<file path="src/shared/ehiop_defs.svh">
// constants of the handler port: timing, register map, fields, reset values
`ifndef EHIOP_DEFS_SVH
`define EHIOP_DEFS_SVH

// timing: clock rate and documented times in microseconds
`define EHIOP_CLK_MHZ 100
`define EHIOP_EXT_START_N_MIN_US 100
`define EHIOP_RESP_US 200

// highest setup number that may be selected
`define EHIOP_MAX_SETUP 7'h63

// drive level tolerance: error beyond one tenth of the set level
`define EHIOP_DRV_TOL_DIV 16'h000a

// register byte offsets
`define EHIOP_A_CTRL 8'h00
`define EHIOP_A_CMD 8'h04
`define EHIOP_A_RESULT 8'h08
`define EHIOP_A_DRVSET 8'h0c
`define EHIOP_A_STATUS 8'h10
`define EHIOP_A_MASK 8'h14
`define EHIOP_A_STATE 8'h18
`define EHIOP_A_SETADDR 8'h1c
`define EHIOP_A_SETDATA 8'h20
`define EHIOP_A_SETWORD 8'h24

// command bits
`define EHIOP_CMD_START 0
`define EHIOP_CMD_AEND 1

// status and mask bits
`define EHIOP_ST_START 0
`define EHIOP_ST_ADONE 1
`define EHIOP_ST_MDONE 2
`define EHIOP_ST_BADSEL 3
`define EHIOP_ST_IGNORED 4

// reset values
`define EHIOP_CTRL_RST 3'h0
`define EHIOP_DRV_RST 12'h000
`define EHIOP_RES_RST 22'h000000
`define EHIOP_EV_RST 5'h00
`define EHIOP_JUDGE_IDLE 17'h1ffff

`endif

</file>
<file path="src/shared/ehiop_pkg.sv">
// types of the handler port
`default_nettype none
package ehiop_pkg;

    // measurement sequence, one-hot
    typedef enum logic [3:0] {
        ST_IDLE = 4'h1,
        ST_RESP = 4'h2,
        ST_ANALOG = 4'h4,
        ST_JUDGE = 4'h8
    } ehiop_state_e;

    // control register layout, bit 2 downward
    typedef struct packed {
        logic grade_mode;
        logic clear_on_start;
        logic ext_mode;
    } ehiop_ctrl_s;

    // result register layout; pri/sec one-hot: bit0 over, bit1 within, bit2 under
    typedef struct packed {
        logic [11:0] volt;
        logic [3:0] grade;
        logic [2:0] sec;
        logic [2:0] pri;
    } ehiop_result_s;

    // judgment pins, active low
    typedef struct packed {
        logic [13:0] cls_n;
        logic no_match_n;
        logic drv_err_n;
        logic sec_fail_n;
    } ehiop_judge_s;

endpackage : ehiop_pkg
`default_nettype wire

</file>
<file path="src/core/ehiop_setup_mem.sv">
// stored setup memory, one write port and a registered read port
`timescale 1ns/1ns
`default_nettype none
module ehiop_setup_mem (
    input wire logic i_clk,
    input wire logic i_rst_n,
    input wire logic i_we,
    input wire logic [6:0] i_waddr,
    input wire logic [15:0] i_wdata,
    input wire logic [6:0] i_raddr,
    output logic [15:0] o_rdata
);
    logic [15:0] mem_ff [0:127];

    // array has no reset; contents are loaded by software before use
    always_ff @(posedge i_clk)
    begin
        if (i_we)
        begin
            mem_ff[i_waddr] <= i_wdata;
        end
    end

    // read data from a register, so the word lags its address by one cycle
    always_ff @(posedge i_clk or negedge i_rst_n)
    begin
        if (!i_rst_n)
        begin
            o_rdata <= 16'h0000;
        end
        else
        begin
            o_rdata <= mem_ff[i_raddr];
        end
    end
endmodule : ehiop_setup_mem
`default_nettype wire

</file>
<file path="src/core/ehiop_ext_start_n_qual.sv">
// start strobe qualifier: one pulse per low pulse of sufficient width
`timescale 1ns/1ns
`default_nettype none
module ehiop_ext_start_n_qual #(
    parameter int P_MIN_CYC = 10000
) (
    input wire logic i_clk,
    input wire logic i_rst_n,
    input wire logic i_start_n,
    output logic o_fire
);
    localparam logic [15:0] L_LAST = 16'(P_MIN_CYC - 1);

    logic [15:0] cnt_ff;
    logic [15:0] nxt_cnt;
    logic fire_ff;
    logic nxt_fire;

    // count low cycles; saturate so a long pulse fires only once
    always_comb
    begin
        nxt_cnt = cnt_ff;
        nxt_fire = 1'b0;
        if (i_start_n)
        begin
            nxt_cnt = 16'h0000;
        end
        else if (cnt_ff < L_LAST)
        begin
            nxt_cnt = cnt_ff + 16'h0001;
        end
        else if (cnt_ff == L_LAST)
        begin
            nxt_cnt = cnt_ff + 16'h0001;
            nxt_fire = 1'b1;
        end
    end

    always_ff @(posedge i_clk or negedge i_rst_n)
    begin
        if (!i_rst_n)
        begin
            cnt_ff <= 16'h0000;
            fire_ff <= 1'b0;
        end
        else
        begin
            cnt_ff <= nxt_cnt;
            fire_ff <= nxt_fire;
        end
    end

    assign o_fire = fire_ff;
endmodule : ehiop_ext_start_n_qual
`default_nettype wire

</file>
<file path="src/core/ehiop_port.sv">
// handler port of the measuring instrument: handshake, setup select, judgments
//
// Function
// - all port logic lines are active low
// - trigger low 100 us starts one measurement
// - triggers during analog measurement are ignored
// - trigger in external mode loads selected setup
// - selection used only when qualifier is asserted
// - primary over, within and under outputs
// - secondary over, within and under outputs
// - pass when judged parameters are within
// - fourteen class outputs plus no-match output
// - analog done strobe when analog part ends
// - measurement done strobe when judgment complete
// - drive error beyond ten percent deviation
// - judgments cleared at start or held
// - analog done deasserts 200 us after trigger
`timescale 1ns/1ns
`default_nettype none
`include "ehiop_defs.svh"
module ehiop_port #(
    parameter int P_EXT_START_N_MIN_CYC = `EHIOP_EXT_START_N_MIN_US * `EHIOP_CLK_MHZ,
    parameter int P_RESP_CYC = `EHIOP_RESP_US * `EHIOP_CLK_MHZ
) (
    input wire logic i_clk,
    input wire logic i_rst_n,
    input wire logic [7:0] i_addr,
    input wire logic [31:0] i_wdata,
    input wire logic i_we,
    input wire logic i_re,
    output logic [31:0] o_rdata,
    output logic o_irq,
    input wire logic i_ext_start_n,
    input wire logic [6:0] i_setup_sel_bits_n,
    input wire logic i_setup_sel_qualify_n,
    output logic [13:0] o_grade_class_n,
    output logic o_no_grade_match_n,
    output logic o_analog_done_n,
    output logic o_meas_done_n,
    output logic o_drive_level_error_n,
    output logic o_secondary_fail_n
);
    // rest of the response time after the trigger has qualified
    localparam logic [15:0] L_WAIT_LAST = 16'(P_RESP_CYC - P_EXT_START_N_MIN_CYC - 1);

    ehiop_pkg::ehiop_state_e state_ff, nxt_state;
    ehiop_pkg::ehiop_ctrl_s ctrl_ff, nxt_ctrl;
    ehiop_pkg::ehiop_result_s res_ff, nxt_res;
    ehiop_pkg::ehiop_judge_s judge_ff, nxt_judge;
    logic [15:0] cnt_ff, nxt_cnt;
    logic [11:0] drv_set_ff, nxt_drv_set;
    logic [6:0] act_num_ff, nxt_act_num;
    logic act_ok_ff, nxt_act_ok;
    logic [6:0] set_addr_ff, nxt_set_addr;
    logic adone_n_ff, nxt_adone_n;
    logic mdone_n_ff, nxt_mdone_n;
    logic [4:0] status_ff, nxt_status;
    logic [4:0] mask_ff, nxt_mask;
    logic irq_ff, nxt_irq;
    logic [31:0] rdata_ff, nxt_rdata;
    logic [4:0] ev;
    logic ext_start_n_fire;
    logic start_req;
    logic cmd_start;
    logic cmd_aend;
    logic mem_we;
    logic [15:0] set_word;
    logic [6:0] sel_num;

    // true when the level across the sample is off by more than a tenth
    function automatic logic f_drv_err(input logic [11:0] meas, input logic [11:0] set);
        logic [15:0] diff;
        diff = (meas >= set) ? {4'h0, meas - set} : {4'h0, set - meas};
        return 16'(diff * `EHIOP_DRV_TOL_DIV) > {4'h0, set};
    endfunction : f_drv_err

    // map a result onto the judgment pins for the selected mode
    function automatic ehiop_pkg::ehiop_judge_s f_judge(
        input ehiop_pkg::ehiop_result_s r,
        input ehiop_pkg::ehiop_ctrl_s c,
        input logic [11:0] set
    );
        ehiop_pkg::ehiop_judge_s j;
        logic p_judged;
        logic s_judged;
        logic pass;
        p_judged = |r.pri;
        s_judged = |r.sec;
        pass = (r.pri[1] & r.sec[1]) | (r.pri[1] & ~s_judged) | (r.sec[1] & ~p_judged);
        j = ehiop_pkg::ehiop_judge_s'(`EHIOP_JUDGE_IDLE);
        if (c.grade_mode)
        begin
            // class index 1..14; zero or fifteen means none matched
            if ((r.grade != 4'h0) && (r.grade != 4'hf))
            begin
                j.cls_n = ~14'(14'h0001 << (r.grade - 4'h1));
            end
            else
            begin
                j.no_match_n = 1'b0;
            end
        end
        else
        begin
            j.cls_n = ~{7'h00, pass, r.sec, r.pri};
        end
        j.drv_err_n = ~f_drv_err(r.volt, set);
        j.sec_fail_n = ~(s_judged & ~r.sec[1]);
        return j;
    endfunction : f_judge

    ehiop_ext_start_n_qual #(
        .P_MIN_CYC(P_EXT_START_N_MIN_CYC)
    ) u_ext_start_n (
        .i_clk(i_clk),
        .i_rst_n(i_rst_n),
        .i_start_n(i_ext_start_n),
        .o_fire(ext_start_n_fire)
    );

    // read address follows the active setup, so the word tracks it a cycle later
    ehiop_setup_mem u_mem (
        .i_clk(i_clk),
        .i_rst_n(i_rst_n),
        .i_we(mem_we),
        .i_waddr(set_addr_ff),
        .i_wdata(i_wdata[15:0]),
        .i_raddr(act_num_ff),
        .o_rdata(set_word)
    );

    // command strobes and selected number from the pins
    assign cmd_start = i_we && (i_addr == `EHIOP_A_CMD) && i_wdata[`EHIOP_CMD_START];
    assign cmd_aend = i_we && (i_addr == `EHIOP_A_CMD) && i_wdata[`EHIOP_CMD_AEND];
    assign mem_we = i_we && (i_addr == `EHIOP_A_SETDATA);
    assign sel_num = ~i_setup_sel_bits_n;
    assign start_req = ctrl_ff.ext_mode ? ext_start_n_fire : cmd_start;

    // sequence, configuration, judgments, events and register reads
    always_comb
    begin
        nxt_state = state_ff;
        nxt_ctrl = ctrl_ff;
        nxt_res = res_ff;
        nxt_judge = judge_ff;
        nxt_cnt = cnt_ff;
        nxt_drv_set = drv_set_ff;
        nxt_act_num = act_num_ff;
        nxt_act_ok = act_ok_ff;
        nxt_set_addr = set_addr_ff;
        nxt_adone_n = adone_n_ff;
        nxt_mdone_n = mdone_n_ff;
        nxt_mask = mask_ff;
        nxt_rdata = 32'h00000000;
        ev = `EHIOP_EV_RST;

        // plain register writes
        if (i_we)
        begin
            unique case (i_addr)
                `EHIOP_A_CTRL: nxt_ctrl = ehiop_pkg::ehiop_ctrl_s'(i_wdata[2:0]);
                `EHIOP_A_RESULT: nxt_res = ehiop_pkg::ehiop_result_s'(i_wdata[21:0]);
                `EHIOP_A_DRVSET: nxt_drv_set = i_wdata[11:0];
                `EHIOP_A_MASK: nxt_mask = i_wdata[4:0];
                `EHIOP_A_SETADDR: nxt_set_addr = i_wdata[6:0];
                default: nxt_mask = mask_ff;
            endcase
        end

        unique case (state_ff)
            ehiop_pkg::ST_IDLE:
            begin
                if (start_req)
                begin
                    nxt_state = ehiop_pkg::ST_RESP;
                    nxt_cnt = 16'h0000;
                    ev[`EHIOP_ST_START] = 1'b1;
                    if (ctrl_ff.clear_on_start)
                    begin
                        nxt_judge = ehiop_pkg::ehiop_judge_s'(`EHIOP_JUDGE_IDLE);
                    end
                    // pins name the setup only in external mode, and only when qualified
                    if (ctrl_ff.ext_mode && !i_setup_sel_qualify_n)
                    begin
                        if (sel_num <= `EHIOP_MAX_SETUP)
                        begin
                            nxt_act_num = sel_num;
                            nxt_act_ok = 1'b1;
                        end
                        else
                        begin
                            ev[`EHIOP_ST_BADSEL] = 1'b1;
                        end
                    end
                end
            end
            ehiop_pkg::ST_RESP:
            begin
                if (cnt_ff >= L_WAIT_LAST)
                begin
                    nxt_state = ehiop_pkg::ST_ANALOG;
                    nxt_adone_n = 1'b1;
                    nxt_mdone_n = 1'b1;
                end
                else
                begin
                    nxt_cnt = cnt_ff + 16'h0001;
                end
            end
            ehiop_pkg::ST_ANALOG:
            begin
                if (cmd_aend)
                begin
                    nxt_state = ehiop_pkg::ST_JUDGE;
                    nxt_adone_n = 1'b0;
                    ev[`EHIOP_ST_ADONE] = 1'b1;
                end
            end
            ehiop_pkg::ST_JUDGE:
            begin
                // the result write itself ends the measurement
                if (i_we && (i_addr == `EHIOP_A_RESULT))
                begin
                    nxt_state = ehiop_pkg::ST_IDLE;
                    nxt_judge = f_judge(ehiop_pkg::ehiop_result_s'(i_wdata[21:0]),
                                        ctrl_ff, drv_set_ff);
                    nxt_mdone_n = 1'b0;
                    ev[`EHIOP_ST_MDONE] = 1'b1;
                end
            end
        endcase

        // a start while busy is dropped, but software is told
        if (start_req && (state_ff != ehiop_pkg::ST_IDLE))
        begin
            ev[`EHIOP_ST_IGNORED] = 1'b1;
        end

        // sticky events: a new event beats a clear in the same cycle
        nxt_status = status_ff;
        if (i_we && (i_addr == `EHIOP_A_STATUS))
        begin
            nxt_status = status_ff & ~i_wdata[4:0];
        end
        nxt_status = nxt_status | ev;
        nxt_irq = |(nxt_status & nxt_mask);

        // read data stand in the cycle after the strobe
        if (i_re)
        begin
            unique case (i_addr)
                `EHIOP_A_CTRL: nxt_rdata = {29'h00000000, ctrl_ff};
                `EHIOP_A_RESULT: nxt_rdata = {10'h000, res_ff};
                `EHIOP_A_DRVSET: nxt_rdata = {20'h00000, drv_set_ff};
                `EHIOP_A_STATUS: nxt_rdata = {27'h0000000, status_ff};
                `EHIOP_A_MASK: nxt_rdata = {27'h0000000, mask_ff};
                `EHIOP_A_STATE: nxt_rdata = {18'h00000, adone_n_ff, mdone_n_ff,
                                             act_ok_ff, act_num_ff, state_ff};
                `EHIOP_A_SETADDR: nxt_rdata = {25'h0000000, set_addr_ff};
                `EHIOP_A_SETWORD: nxt_rdata = {16'h0000, set_word};
                default: nxt_rdata = 32'h00000000;
            endcase
        end
    end

    always_ff @(posedge i_clk or negedge i_rst_n)
    begin
        if (!i_rst_n)
        begin
            state_ff <= ehiop_pkg::ST_IDLE;
            ctrl_ff <= ehiop_pkg::ehiop_ctrl_s'(`EHIOP_CTRL_RST);
            res_ff <= ehiop_pkg::ehiop_result_s'(`EHIOP_RES_RST);
            judge_ff <= ehiop_pkg::ehiop_judge_s'(`EHIOP_JUDGE_IDLE);
            cnt_ff <= 16'h0000;
            drv_set_ff <= `EHIOP_DRV_RST;
            act_num_ff <= 7'h00;
            act_ok_ff <= 1'b0;
            set_addr_ff <= 7'h00;
            adone_n_ff <= 1'b0;
            mdone_n_ff <= 1'b0;
            status_ff <= `EHIOP_EV_RST;
            mask_ff <= `EHIOP_EV_RST;
            irq_ff <= 1'b0;
            rdata_ff <= 32'h00000000;
        end
        else
        begin
            state_ff <= nxt_state;
            ctrl_ff <= nxt_ctrl;
            res_ff <= nxt_res;
            judge_ff <= nxt_judge;
            cnt_ff <= nxt_cnt;
            drv_set_ff <= nxt_drv_set;
            act_num_ff <= nxt_act_num;
            act_ok_ff <= nxt_act_ok;
            set_addr_ff <= nxt_set_addr;
            adone_n_ff <= nxt_adone_n;
            mdone_n_ff <= nxt_mdone_n;
            status_ff <= nxt_status;
            mask_ff <= nxt_mask;
            irq_ff <= nxt_irq;
            rdata_ff <= nxt_rdata;
        end
    end

    // pins straight from flops, low means asserted
    assign o_grade_class_n = judge_ff.cls_n;
    assign o_no_grade_match_n = judge_ff.no_match_n;
    assign o_drive_level_error_n = judge_ff.drv_err_n;
    assign o_secondary_fail_n = judge_ff.sec_fail_n;
    assign o_analog_done_n = adone_n_ff;
    assign o_meas_done_n = mdone_n_ff;
    assign o_irq = irq_ff;
    assign o_rdata = rdata_ff;
endmodule : ehiop_port
`default_nettype wire

</file>
<file path="config.mk">
export PLATFORM = sky130hd
export DESIGN_NAME = ehiop_port
export DESIGN_NICKNAME = d
export VERILOG_FILES = /design/src/shared/ehiop_pkg.sv /design/src/core/ehiop_setup_mem.sv /design/src/core/ehiop_ext_start_n_qual.sv /design/src/core/ehiop_port.sv
export VERILOG_INCLUDE_DIRS = /design/src /design/src/shared
export SDC_FILE = /design/constraint.sdc
export NUM_CORES = 2
export LEC_CHECK = 0
export BUFFER_PORTS_ARGS = -buffer_cell sky130_fd_sc_hd__buf_2
export CAP_MARGIN = 20
export CORE_MARGIN = 2
export CORE_UTILIZATION = 35
export DETAILED_ROUTE_END_ITERATION = 10
export PLACE_DENSITY = 0.58
export SLEW_MARGIN = 20
export SYNTH_ARGS = -nofsm -noshare
export SYNTH_HDL_FRONTEND = slang
export SYNTH_SLANG_ARGS = --single-unit
</file>
<file path="constraint.sdc">
create_clock -name i_clk -period 7.3 [get_ports i_clk]
set_input_delay 1.46 -clock i_clk [delete_from_list [all_inputs] [get_ports i_clk]]
set_output_delay 1.46 -clock i_clk [all_outputs]
set_load 0.02 [all_outputs]
</file>
==> metrics <==
CTS max path bufs=3; routed vias=42,097; vias in the first global route=~43,000; largest net degree at the start of global routing=113; Synth Flop Type=edfxtp_1; Buf/Inv on CP=3; Area Growth Syn to Fin=14.3%; # hold bufs at CTS=0; Post-Place Worst Slack=0.307 ns; CP most frequent cell=ha_1; PostCTS Resize Cnt=0; post-synthesis cell count=4,011; period utilisation layout=84.8%; Global Route Usage Sum=17.3%; clock slew seen by the registers of the worst setup and hold paths=approximately 0.07 ns; TNS Setup=0 ns; vias per inst=5.37; CTS tree=done; delay-heaviest family, CP=compound AO/OA/AOI/OAI gates; DRT antenna net count=0; WP data arrival=6.95 ns; Worst Hold Class=reg2reg; Synth top area share=between 70% and 80%; P per Cell Area=257 nW/um^2; HPWL after detailed placement=129,000 um; area of the multi-input gates=~20,000 um^2; flop-to-flop setup slack=1.60 ns; 1st-pass router iterations=6; 1st-iter DRT viols=4,910; post-route minimum period=6.19 ns; Fin. Hold Viols=0; synthesized flop and latch total=2,205; H-tree depth=4; # clock sinks=2,205; Rel. slew slack=22.6%; Unique masters post-synth=68; Setup Buffers After CTS=0; Required @ worst endpoint=a little over 8 ns; CTS Buf Count=220; Post-synth EDFFs=2,048; Slowest cell on crit path=ha_1; fin cells=7,837; Initial Util=35.1%; core area=between 200,000 and 250,000 um^2; VDD IR max=0.000196 V; crit end category=register; first-pass GRT wire length=315,000 um; Port Buffers=84; Final Skew=0.0288 ns; Syn Area/Cell=21.7 um^2; crit-path max FO=19; main area contributors after synthesis=edfxtp_1, mux4_2, dfrtp_1, mux2i_1, nor2_1; GR Overflow Total=0; Root Buffer=clkbuf_16; sequential fraction of the synthesis area=75.1%; die area=253,000 um^2; Post-Route WL=220,000 um; Final setup viols=0; CP Launch Type=input pin; biggest cell delay along the critical path=about 0.44 ns; Chip Width=503 um; share of cells above drive strength 1=between 30% and 40%; max-cap viol count=0; RePlAce Congestion=slightly above 0.8; leakage=30.9 nW; status=complete, no violations; Die Y-Extent=503 um; Setup WS post-layout=1.11 ns; Synth Cell Area=87,100 um^2; Worst Reg2Reg Path Length in Cells=23; num ports=105; Max Transition Viols Final=0; flip-flop and latch area=65,500 um^2; Rows=183; Setup CP Type=in2reg; clk_lat worst skew=0.85 ns; launch point of the worst path=i_wdata[15]; FILL cells=21,700; Max Freq=161 MHz; ys async rst share=~7%; Slew @ Worst Pin=1.16 ns; cell count of the worst hold path=1; placed cells=about 7,400; WP depth=25; RSZ-0062 raised after global routing=false; RR Endpoint=o_drive_level_error_n$_DFFE_PN1P_; WL/cell=about 28 um; warnings from Yosys=0; initial antenna violation count=10; Nets=4,423; largest area contributor in the netlist=edfxtp_1; # DRC=0; R2R Path Start=drv_set_ff[6]$_DFFE_PN0P_; Total Power=25.6 mW; worst setup path end=o_drive_level_error_n$_DFFE_PN1P_
## per-layer routing
metal | routed length [um] | track usage, % | vias up
met5 | 0 | 0 | -
met2 | 105000 | 27.7 | 1451
met1 | 95100 | 24.6 | 22953
met4 | 5160 | 4.48 | 0
li1 | - | - | 17420
met3 | 14300 | 2.98 | 273
## cells by family after synthesis
logic type	Yosys count	share of synthesized area, %
other	1	0.00431
multiplexers	759	18.0
flip-flops	2205	75.1
AND/OR/NAND/NOR	466	2.45
adder cells (fa/ha/maj)	58	0.859
AO/OA/AOI/OAI	231	1.84
XOR/XNOR	34	0.342
buffers and inverters	257	1.41
## registers in the layout, indices dropped and copies added (netlist names), 5 cells and up
signal	flops
u_mem.mem_ff	2048
o_rdata	22
res_ff	22
cnt_ff	16
u_ext_start_n.cnt_ff	16
u_mem.o_rdata	16
o_grade_class_n	14
drv_set_ff	12
act_num_ff	7
set_addr_ff	7
mask_ff	5
status_ff	5
## metrics by stage
step                cell area [um^2]  hold slack, ns  util, %
finish                         99600           0.474     40.1
detailed placement             92500           0.458     37.3
global placement               92500           0.458     37.3
global route                   99500           0.481     40.1
CTS                            99500           0.468     40.1
floorplan                      87100           0.430        -
## cell type report
| class | count | share of cell area [%] |
|---|---|---|
| diodes | 6 | 0.0151 |
| repair buffers | 288 | 2.24 |
| flip-flops and latches | 2205 | 65.8 |
| inverters | 39 | 0.147 |
| multi-input cells | 1558 | 20.7 |
| clock buffers | 281 | 5.94 |
| clock inverters | 130 | 1.04 |
| well taps | 3330 | 4.19 |
## placed cells by master, fill, tap and decap left out, types with 19 or more instances in the layout
cell type	count
buf_2	67
a31oi_1	22
clkinv_1	45
nor2b_1	27
inv_1	39
mux4_2	640
nor2_1	184
mux2_2	28
nor2_2	37
nand3_1	34
clkinv_2	44
xnor2_1	19
buf_4	199
o21ai_0	52
edfxtp_1	2048
and3_1	20
a221oi_1	30
ha_1	55
clkbuf_16	223
mux2i_1	90
a21oi_1	31
clkbuf_1	43
nand2_1	87
dfrtp_1	134
## worst register-to-register path: stages (launching register included)
cell	delay, ns
dfrtp_1	0.40
ha_1	0.48
nand2_1	0.15
o21ai_0	0.29
a21oi_2	0.16
a21o_1	0.23
buf_4	0.20
a31oi_1	0.39
o31ai_1	0.17
nor3b_1	0.44
ha_1	0.32
ha_1	0.33
a21oi_1	0.21
nand2b_1	0.19
nand2b_1	0.07
a21oi_1	0.17
xnor2_1	0.14
ha_1	0.28
a21o_1	0.21
a211oi_1	0.21
o21ai_0	0.10
o21ai_0	0.19
a31oi_1	0.11
a211oi_1	0.19
## Yosys cell counts, drive strengths merged (30+ instances only)
library cell,number
edfxtp,2048
a21oi,33
nor2,223
dfrtp,139
o21ai,54
buf,126
mux4,640
inv,39
clkbuf,92
mux2i,90
a221oi,30
nand2,87
ha,55
nand3,34
## worst min-delay path by stage
stage	to	from	slack [ns]
2_1_floorplan	u_ext_start_n.o_fire$_DFF_PN0_	u_ext_start_n.cnt_ff[15]$_DFFE_PN0P_	0.43
3_3_place_gp	u_ext_start_n.o_fire$_DFF_PN0_	u_ext_start_n.cnt_ff[15]$_DFFE_PN0P_	0.46
3_5_place_dp	u_ext_start_n.o_fire$_DFF_PN0_	u_ext_start_n.cnt_ff[15]$_DFFE_PN0P_	0.46
4_1_cts	u_ext_start_n.o_fire$_DFF_PN0_	u_ext_start_n.cnt_ff[15]$_DFFE_PN0P_	0.47
5_1_grt	u_ext_start_n.o_fire$_DFF_PN0_	u_ext_start_n.cnt_ff[15]$_DFFE_PN0P_	0.48
6_report	u_ext_start_n.o_fire$_DFF_PN0_	u_ext_start_n.cnt_ff[15]$_DFFE_PN0P_	0.47
## power breakdown
part	switching, mW	internal, mW
clock network	4.78	6.11
logic	0.557	0.253
registers	0.0469	13.8
total	5.39	20.2
Power figures use the tool's default switching activity.
